## src/pkg/isp_boot_map.svh

```systemverilog
// Purpose: Offsets, field positions, reset values and unlock keys of the boot controller.
// Assumes: 32-bit APB, one aligned word per register, byte address = 4 * index.
// Notes: Definitions only.
`ifndef ISP_BOOT_MAP_SVH
`define ISP_BOOT_MAP_SVH

// ----------------------------------------
// Register indices and byte addresses
// ----------------------------------------
`define BOOT_CTRL_IDX 8'hbf
`define UNLOCK_KEY_IDX 8'hc0
`define BOOT_STATUS_IDX 8'hc1
`define REG_ADDR(idx) ({2'b00, (idx), 2'b00})
`define APB_ADDR_W 12

// ----------------------------------------
// Control register fields
// ----------------------------------------
`define CTRL_PROG_EN_BIT 0
`define CTRL_LOC_SEL_BIT 1
`define CTRL_AUX_RAM_BIT 4
`define CTRL_REBOOT_BIT 7
`define CTRL_RESET_VAL 8'h00

// ----------------------------------------
// Status register fields
// ----------------------------------------
`define STAT_ISP_BIT 0
`define STAT_ARMED_BIT 1
`define STAT_UNLOCK_BIT 2
`define STAT_EXEC_LDR_BIT 3
`define STAT_STRAP_A_BIT 4
`define STAT_STRAP_B_BIT 5
`define STAT_STRAP_C_BIT 6

// ----------------------------------------
// Unlock keys and timing
// ----------------------------------------
`define UNLOCK_KEY_FIRST 8'h87
`define UNLOCK_KEY_SECOND 8'h59
`define STRAP_SETTLE_CYCLES 3

`endif

```

## src/pkg/isp_boot_pkg.sv

```systemverilog
// Purpose: Types shared by the boot and reprogramming controller.
// Assumes: Offsets and fields live in isp_boot_map.svh.
// Notes: States are one-hot.
package isp_boot_pkg;

  // ----------------------------------------
  // State and flash operation encodings
  // ----------------------------------------
  typedef enum logic [2:0] {
    KEY_LOCKED = 3'b001,
    KEY_FIRST = 3'b010,
    KEY_OPEN = 3'b100
  } unlock_state_t;

  typedef enum logic [2:0] {
    MODE_APP = 3'b001,
    MODE_ARMED = 3'b010,
    MODE_ISP = 3'b100
  } isp_mode_state_t;

  typedef enum logic [1:0] {
    FLASH_READ = 2'b00,
    FLASH_PROGRAM = 2'b01,
    FLASH_ERASE = 2'b10
  } flash_op_t;

  // ----------------------------------------
  // Carriers
  // ----------------------------------------
  typedef struct packed {
    logic valid;
    flash_op_t op;
  } flash_req_t;

  typedef struct packed {
    logic grant;
    logic refuse;
    logic target_loader;
  } flash_resp_t;

  typedef struct packed {
    logic isp_active;
    logic exec_loader;
    logic loader_in_loader_bank;
    logic target_loader;
    logic aux_ram_on;
  } boot_view_t;

endpackage

```

## src/rtl/isp_boot_mode_control.sv

```systemverilog
// Purpose: Boot source selection and in-system reprogramming control over APB.
// Assumes: core_idle, core_wake and flash_req come from logic on pclk.
// Notes: Straps pass a two-flop synchroniser and are latched once after power-on.
`include "isp_boot_map.svh"

module isp_boot_mode_control #(
  parameter int STRAP_SETTLE = `STRAP_SETTLE_CYCLES
) (
  input wire logic pclk,
  input wire logic presetn,
  input wire logic psel,
  input wire logic penable,
  input wire logic pwrite,
  input wire logic [`APB_ADDR_W-1:0] paddr,
  input wire logic [31:0] pwdata,
  output logic [31:0] prdata,
  output logic pready,
  output logic pslverr,
  input wire logic boot_strap_a,
  input wire logic boot_strap_b,
  input wire logic boot_strap_c,
  input wire logic core_idle,
  input wire logic core_wake,
  input wire isp_boot_pkg::flash_req_t flash_req,
  output isp_boot_pkg::flash_resp_t flash_resp,
  output isp_boot_pkg::boot_view_t boot_view,
  output logic core_reboot,
  output logic pc_clear
);

  // Literal kept as a named word so single fields can be selected from it
  localparam logic [7:0] CTRL_RESET = `CTRL_RESET_VAL;

  initial begin
    if (STRAP_SETTLE < 3 || STRAP_SETTLE > 15) begin
      $error("STRAP_SETTLE must lie in 3..15");
    end
  end

  // ----------------------------------------
  // Helpers
  // ----------------------------------------
  function automatic logic addr_is(input logic [`APB_ADDR_W-1:0] a, input logic [7:0] idx);
    addr_is = (a == `REG_ADDR(idx));
  endfunction

  function automatic logic strap_forces(input logic a, input logic b, input logic c);
    strap_forces = (!a && !b) || !c;
  endfunction

  // ----------------------------------------
  // State
  // ----------------------------------------
  logic [2:0] strap_s1_q;
  logic [2:0] strap_s2_q;
  logic [2:0] strap_hold_q, strap_hold_d;
  logic [3:0] settle_q, settle_d;
  logic sampled_q, sampled_d;
  logic forced_q, forced_d;
  logic prog_en_q, prog_en_d;
  logic loc_sel_q, loc_sel_d;
  logic aux_q, aux_d;
  isp_boot_pkg::unlock_state_t key_q, key_d;
  isp_boot_pkg::isp_mode_state_t mode_q, mode_d;
  logic [31:0] prdata_q, prdata_d;
  logic pready_q, pready_d;
  logic pslverr_q, pslverr_d;
  isp_boot_pkg::flash_resp_t resp_q, resp_d;
  isp_boot_pkg::boot_view_t view_q, view_d;
  logic reboot_q, reboot_d;
  logic pc_clear_q, pc_clear_d;

  logic wr_fire;
  logic hit_ctrl, hit_key, hit_stat, hit_any;
  logic [7:0] wbyte;
  logic do_reboot;
  logic [7:0] ctrl_rd;
  logic [7:0] stat_rd;

  assign hit_ctrl = addr_is(paddr, `BOOT_CTRL_IDX);
  assign hit_key = addr_is(paddr, `UNLOCK_KEY_IDX);
  assign hit_stat = addr_is(paddr, `BOOT_STATUS_IDX);
  assign hit_any = hit_ctrl || hit_key || hit_stat;
  assign wbyte = pwdata[7:0];
  assign wr_fire = psel && penable && pready_q && pwrite && !pslverr_q;

  // Only an open register accepts the reboot; both companion bits come from the same write
  assign do_reboot = wr_fire && hit_ctrl && (key_q == isp_boot_pkg::KEY_OPEN)
                     && wbyte[`CTRL_REBOOT_BIT] && wbyte[`CTRL_LOC_SEL_BIT]
                     && wbyte[`CTRL_PROG_EN_BIT];

  // ----------------------------------------
  // Strap synchroniser
  // ----------------------------------------
  always_ff @(posedge pclk or negedge presetn) begin
    if (!presetn) begin
      strap_s1_q <= 3'h7;
      strap_s2_q <= 3'h7;
    end else begin
      strap_s1_q <= {boot_strap_c, boot_strap_b, boot_strap_a};
      strap_s2_q <= strap_s1_q;
    end
  end

  // ----------------------------------------
  // Boot source capture
  // ----------------------------------------
  // Wait until the synchroniser holds post-reset samples, then latch once
  always_comb begin
    settle_d = settle_q;
    sampled_d = sampled_q;
    strap_hold_d = strap_hold_q;
    forced_d = forced_q;
    if (!sampled_q) begin
      if (settle_q == 4'(STRAP_SETTLE - 1)) begin
        sampled_d = 1'b1;
        strap_hold_d = strap_s2_q;
        forced_d = strap_forces(strap_s2_q[0], strap_s2_q[1], strap_s2_q[2]);
      end else begin
        settle_d = settle_q + 4'h1;
      end
    end
    if (do_reboot) begin
      forced_d = 1'b0;
    end
  end

  always_ff @(posedge pclk or negedge presetn) begin
    if (!presetn) begin
      settle_q <= 4'h0;
      sampled_q <= 1'b0;
      strap_hold_q <= 3'h7;
      forced_q <= 1'b0;
    end else begin
      settle_q <= settle_d;
      sampled_q <= sampled_d;
      strap_hold_q <= strap_hold_d;
      forced_q <= forced_d;
    end
  end

  // ----------------------------------------
  // Unlock sequence and control register
  // ----------------------------------------
  always_comb begin
    key_d = key_q;
    prog_en_d = prog_en_q;
    loc_sel_d = loc_sel_q;
    aux_d = aux_q;
    if (wr_fire && hit_key) begin
      if (wbyte == `UNLOCK_KEY_FIRST) begin
        if (key_q != isp_boot_pkg::KEY_OPEN) begin
          key_d = isp_boot_pkg::KEY_FIRST;
        end
      end else if (wbyte == `UNLOCK_KEY_SECOND) begin
        if (key_q == isp_boot_pkg::KEY_FIRST) begin
          key_d = isp_boot_pkg::KEY_OPEN;
        end
      end else begin
        key_d = isp_boot_pkg::KEY_LOCKED;
      end
    end
    if (wr_fire && hit_ctrl && key_q == isp_boot_pkg::KEY_OPEN) begin
      prog_en_d = wbyte[`CTRL_PROG_EN_BIT];
      loc_sel_d = wbyte[`CTRL_LOC_SEL_BIT];
      aux_d = wbyte[`CTRL_AUX_RAM_BIT];
    end
    if (do_reboot) begin
      key_d = isp_boot_pkg::KEY_LOCKED;
      prog_en_d = CTRL_RESET[`CTRL_PROG_EN_BIT];
      loc_sel_d = CTRL_RESET[`CTRL_LOC_SEL_BIT];
      aux_d = CTRL_RESET[`CTRL_AUX_RAM_BIT];
    end
  end

  always_ff @(posedge pclk or negedge presetn) begin
    if (!presetn) begin
      key_q <= isp_boot_pkg::KEY_LOCKED;
      prog_en_q <= 1'b0;
      loc_sel_q <= 1'b0;
      aux_q <= 1'b0;
    end else begin
      key_q <= key_d;
      prog_en_q <= prog_en_d;
      loc_sel_q <= loc_sel_d;
      aux_q <= aux_d;
    end
  end

  // ----------------------------------------
  // Programming mode sequencing
  // ----------------------------------------
  always_comb begin
    mode_d = mode_q;
    pc_clear_d = 1'b0;
    reboot_d = do_reboot;
    resp_d = '0;
    case (mode_q)
      isp_boot_pkg::MODE_APP: begin
        if (prog_en_q && core_idle) begin
          mode_d = isp_boot_pkg::MODE_ARMED;
        end
      end
      isp_boot_pkg::MODE_ARMED: begin
        if (!prog_en_q) begin
          mode_d = isp_boot_pkg::MODE_APP;
        end else if (core_wake) begin
          mode_d = isp_boot_pkg::MODE_ISP;
          pc_clear_d = loc_sel_q && !forced_q;
        end
      end
      isp_boot_pkg::MODE_ISP: begin
        if (!prog_en_q) begin
          mode_d = isp_boot_pkg::MODE_APP;
        end
      end
      default: begin
        mode_d = isp_boot_pkg::MODE_APP;
      end
    endcase
    // Reads pass outside programming mode; erase and program need it plus idle
    if (flash_req.valid) begin
      if (flash_req.op != isp_boot_pkg::FLASH_READ && !prog_en_q) begin
        resp_d.refuse = 1'b1;
      end else if (mode_q == isp_boot_pkg::MODE_ISP && !core_idle) begin
        resp_d.refuse = 1'b1;
      end else if (flash_req.op != isp_boot_pkg::FLASH_READ
                   && mode_q != isp_boot_pkg::MODE_ISP) begin
        resp_d.refuse = 1'b1;
      end else begin
        resp_d.grant = 1'b1;
      end
    end
    resp_d.target_loader = !loc_sel_d;
    if (do_reboot) begin
      mode_d = isp_boot_pkg::MODE_APP;
      pc_clear_d = 1'b0;
    end
  end

  always_comb begin
    view_d.isp_active = (mode_d == isp_boot_pkg::MODE_ISP);
    view_d.loader_in_loader_bank = loc_sel_d;
    view_d.target_loader = !loc_sel_d;
    view_d.exec_loader = forced_d || (view_d.isp_active && loc_sel_d);
    view_d.aux_ram_on = aux_d;
  end

  always_ff @(posedge pclk or negedge presetn) begin
    if (!presetn) begin
      mode_q <= isp_boot_pkg::MODE_APP;
      pc_clear_q <= 1'b0;
      reboot_q <= 1'b0;
      resp_q <= '0;
      view_q <= '0;
    end else begin
      mode_q <= mode_d;
      pc_clear_q <= pc_clear_d;
      reboot_q <= reboot_d;
      resp_q <= resp_d;
      view_q <= view_d;
    end
  end

  // ----------------------------------------
  // APB slave
  // ----------------------------------------
  // Answer prepared in the setup cycle so every bus output is a flop with no wait state
  always_comb begin
    ctrl_rd = 8'h00;
    ctrl_rd[`CTRL_REBOOT_BIT] = forced_q;
    ctrl_rd[`CTRL_AUX_RAM_BIT] = aux_q;
    ctrl_rd[`CTRL_LOC_SEL_BIT] = loc_sel_q;
    ctrl_rd[`CTRL_PROG_EN_BIT] = prog_en_q;
    stat_rd = 8'h00;
    stat_rd[`STAT_ISP_BIT] = (mode_q == isp_boot_pkg::MODE_ISP);
    stat_rd[`STAT_ARMED_BIT] = (mode_q == isp_boot_pkg::MODE_ARMED);
    stat_rd[`STAT_UNLOCK_BIT] = (key_q == isp_boot_pkg::KEY_OPEN);
    stat_rd[`STAT_EXEC_LDR_BIT] = view_q.exec_loader;
    stat_rd[`STAT_STRAP_A_BIT] = strap_hold_q[0];
    stat_rd[`STAT_STRAP_B_BIT] = strap_hold_q[1];
    stat_rd[`STAT_STRAP_C_BIT] = strap_hold_q[2];
    pready_d = psel && !penable;
    pslverr_d = 1'b0;
    prdata_d = prdata_q;
    if (psel && !penable) begin
      pslverr_d = !hit_any;
      prdata_d = 32'h0000_0000;
      if (!pwrite && hit_ctrl) begin
        prdata_d = {24'h00_0000, ctrl_rd};
      end else if (!pwrite && hit_stat) begin
        prdata_d = {24'h00_0000, stat_rd};
      end
    end
  end

  always_ff @(posedge pclk or negedge presetn) begin
    if (!presetn) begin
      prdata_q <= 32'h0000_0000;
      pready_q <= 1'b0;
      pslverr_q <= 1'b0;
    end else begin
      prdata_q <= prdata_d;
      pready_q <= pready_d;
      pslverr_q <= pslverr_d;
    end
  end

  assign prdata = prdata_q;
  assign pready = pready_q;
  assign pslverr = pslverr_q;
  assign flash_resp = resp_q;
  assign boot_view = view_q;
  assign core_reboot = reboot_q;
  assign pc_clear = pc_clear_q;

endmodule

```

## config.mk

```make
export PLATFORM = sky130hd
export DESIGN_NAME = isp_boot_mode_control
export DESIGN_NICKNAME = d
export VERILOG_FILES = /design/src/pkg/isp_boot_pkg.sv /design/src/rtl/isp_boot_mode_control.sv
export VERILOG_INCLUDE_DIRS = /design/src /design/src/pkg
export SDC_FILE = /design/constraint.sdc
export NUM_CORES = 1
export LEC_CHECK = 0
export ABC_AREA = 1
export BUFFER_PORTS_ARGS = -buffer_cell sky130_fd_sc_hd__buf_2
export CORE_ASPECT_RATIO = 0.8
export CORE_MARGIN = 2
export CORE_UTILIZATION = 40
export CTS_CLUSTER_DIAMETER = 30
export DETAILED_ROUTE_END_ITERATION = 8
export GPL_TIMING_DRIVEN = 0
export HOLD_SLACK_MARGIN = 0.15
export PLACE_DENSITY = 0.73
export REMOVE_ABC_BUFFERS = 1
export SLEW_MARGIN = 20
export SYNTH_ARGS = -nofsm -noshare
export SYNTH_HDL_FRONTEND = slang
export SYNTH_SLANG_ARGS = --single-unit
```

## constraint.sdc

```tcl
create_clock -name pclk -period 1.5 [get_ports pclk]
set_input_delay 0.075 -clock pclk [delete_from_list [all_inputs] [get_ports pclk]]
set_output_delay 0.075 -clock pclk [all_outputs]
set_load 0.01 [all_outputs]
```

==> out/results.tsv <==
metric	value	unit
Hold WC Path Type	in2reg	
# H-tree levels	2	
Worst Skew	0.00752	ns
Leak	1.50	nW
EDFF count, synth	0	
CTS buffer count	5	
DIE AREA	6180	sq um
CP Capture Type	register	
min Tclk post-route	1.41	ns
synthesized area	2230	sq um
pwr/cell area	854	nW/um^2
filler instances	527	
Critical path destination	strap_hold_q[0]	
Clock transition at path regs	0.08	ns
cell taking the most area after synthesis	dfrtp_1	
first-pass GRT wire length	7.23	mm
VDD IR-drop max	300	uV
worst reg2reg path depth	6	
number of max-cap violations	0	
CP Data Required Time	1.73	ns
GRT overflow	0	
I/O pin total	101	
Final #Nets	398	
Slew Limit Fails	0	
Synth cell types	34	
TritonCTS clock tree	yes	
top cells by area, synth	dfrtp_1 (34%), dfstp_2 (13%), buf_4 (9.4%), nand2_1 (8.1%), inv_1 (7.8%)	
DRT iter0 DRCs	80	
Avg Inst Size Synth	8.21	sq um
Max Freq	708	MHz
All-Layer GR Usage	15.0	%
worst reg2reg setup slack	0.09	ns
routed via count	1802	
share of cells above drive strength 1	28.8	%
most frequent cell after synthesis	nand2_1	
outcome	finished, final reports clean	
Least-Margin Pin Slew	0.882	ns
synth warn	0	
DPL Wire Length	3.39	mm
RR Startpoint	settle_q[0]	
WL/cell	11.3	um
Worst R2R End	strap_hold_q[0]	
final setup fails	0	
Final Hold Fails	0	
vias in the first global route	1622	
row count	24	
latest clock arrival within the worst-skew pair	0.29	ns
Max-slew headroom	41.2	%
Pwr Total	2.31	mW
top post-synthesis cells by count	nand2_1 (48), inv_1 (46), dfrtp_1 (30), nor2_1 (29), buf_4 (28)	
crit path DAT	1.64	ns
Tcrit/Tclk final	94.1	%
Clock Tree Buf Depth	2	
initial core utilization	41.2	%
worst setup path start	settle_q[0]	
CP Class	reg2reg	
asr flop ratio synth	100	%
crit path max fanout	4	
hold wc startpoint	paddr[3]	
Die H	70.7	um
first drt pass iteration count	4	
Clock Sinks	41	
# diodes	0	
CTS root buf	clkbuf_8	
Port Buffers	52	
synth-to-layout area growth	21.8	%
Yosys reg bits	41	
Worst setup SP type	register	
antenna violation net count after detailed routing	0	
Yosys top cell area share	33.7	%
DRC	0	
vias per cell	4.45	
Core ar.	5410	sq um
Mapped Cells	271	
Final Routed Wirelength	4.58	mm
register area share after synthesis	46.7	%
pin count of the biggest net entering global routing	42	
Top FF cell, synth	dfrtp_1	
initial antenna violation count	0	
Hold WS	0.202	ns
Die Width	87.4	um
Placer Congestion	0.825	
worst min-delay path by stage:
stage,to,cells after the start
final,pslverr,5
after global routing,boot_view[3],3
after CTS,pslverr,5
after detailed placement,strap_s1_q[0],1
after global placement,strap_s1_q[2],1
after floorplan,boot_view[0],0
timing repair:
| item | CTS | global route |
|---|---|---|
| hold endpoints to repair | 48 | 0 |
| cloned | 0 | 0 |
| buffers inserted | 0 | 3 |
| setup endpoints to repair | 4 | 5 |
| resized for setup | 3 | 7 |
| pin swaps | 0 | 2 |
| hold buffers | 14 | 0 |
through the flow:
stage / setup WS (ns) / util, % / instance area (sq um) / cells / TNS (ns)
6_report: 0.0880 / 50.2 / 2710 / 405 / 0
3_5_place_dp: -0.0986 / 45.1 / 2440 / 382 / -0.164
3_3_place_gp: -0.0839 / 45.1 / 2440 / 382 / -0.134
5_1_grt: -0.0241 / 50.2 / 2710 / 405 / -0.0342
2_1_floorplan: 0.102 / - / 2100 / 265 / 0
4_1_cts: 0.0387 / 49.5 / 2670 / 404 / 0
power by group:
| part | total, mW | internal [mW] | switching (mW) |
|---|---|---|---|
| logic | 0.393 | 0.150 | 0.243 |
| clock network | 0.685 | 0.322 | 0.363 |
| registers | 1.24 | 1.20 | 0.0369 |
| total | 2.31 | 1.67 | 0.643 |
kinds of logic (layout without fill, tap and decap cells):
| kind of cell | Yosys count | after routing | synth area share, % |
|---|---|---|---|
| AOI/OAI and AO/OA | 19 | 19 | 5.28 |
| xor gates and xnor gates | 3 | 3 | 1.18 |
| adders and majority gates | 2 | 2 | 1.12 |
| buffers and inverters | 80 | 126 | 18.3 |
| DFF | 41 | 41 | 46.7 |
| muxes | 1 | 1 | 0.506 |
| other | 1 | 24 | 0.168 |
| and+or+nand+nor | 124 | 124 | 26.8 |
worst max-delay path, cell delays in order (launching register included):
cell	delay (ns)
dfrtp_1	0.40
inv_1	0.09
ha_1	0.14
nand2_1	0.09
nor2_4	0.14
buf_4	0.14
mux2_2	0.33
cell type report:
class	count	area, sq um	share of cell area [%]
clock buffer	6	72.6	2.68
clock inverter	2	10.0	0.369
inverter	51	191	7.06
multi-input combinational	173	898	33.1
sequential	41	1040	38.3
tap	65	81.3	3.00
timing repair buffer	67	418	15.4
layer usage:
metal | part of all wire (%) | global-route usage, % | wire length [um] | up-vias
li1 | - | - | - | 929
met1 | 46 | 20.8 | 2120 | 817
met2 | 46 | 23.1 | 2130 | 49
met3 | 5.2 | 2.92 | 239 | 7
met4 | 1.9 | 6.15 | 87 | 0
met5 | 0 | 0 | 0 | -
layout by cell type, fill, tap and decap left out, types with 7 or more instances in the layout:
cell	n
nor3_1	7
dfstp_2	11
conb_1	24
inv_1	46
dfrtp_1	30
dlygate4sd3_1	12
buf_2	50
nand2_1	47
nor2_1	26
nand3_1	18
flip-flops by register name (all words and copies together) (netlist names), 2 cells and up:
name and cells:
boot_view 5, prdata 8, strap_s2_q 3, strap_hold_q 3
flash_resp 2, key_q 3, mode_q 3, settle_q 4
strap_s1_q 3
(Power assumes the default switching activity.)
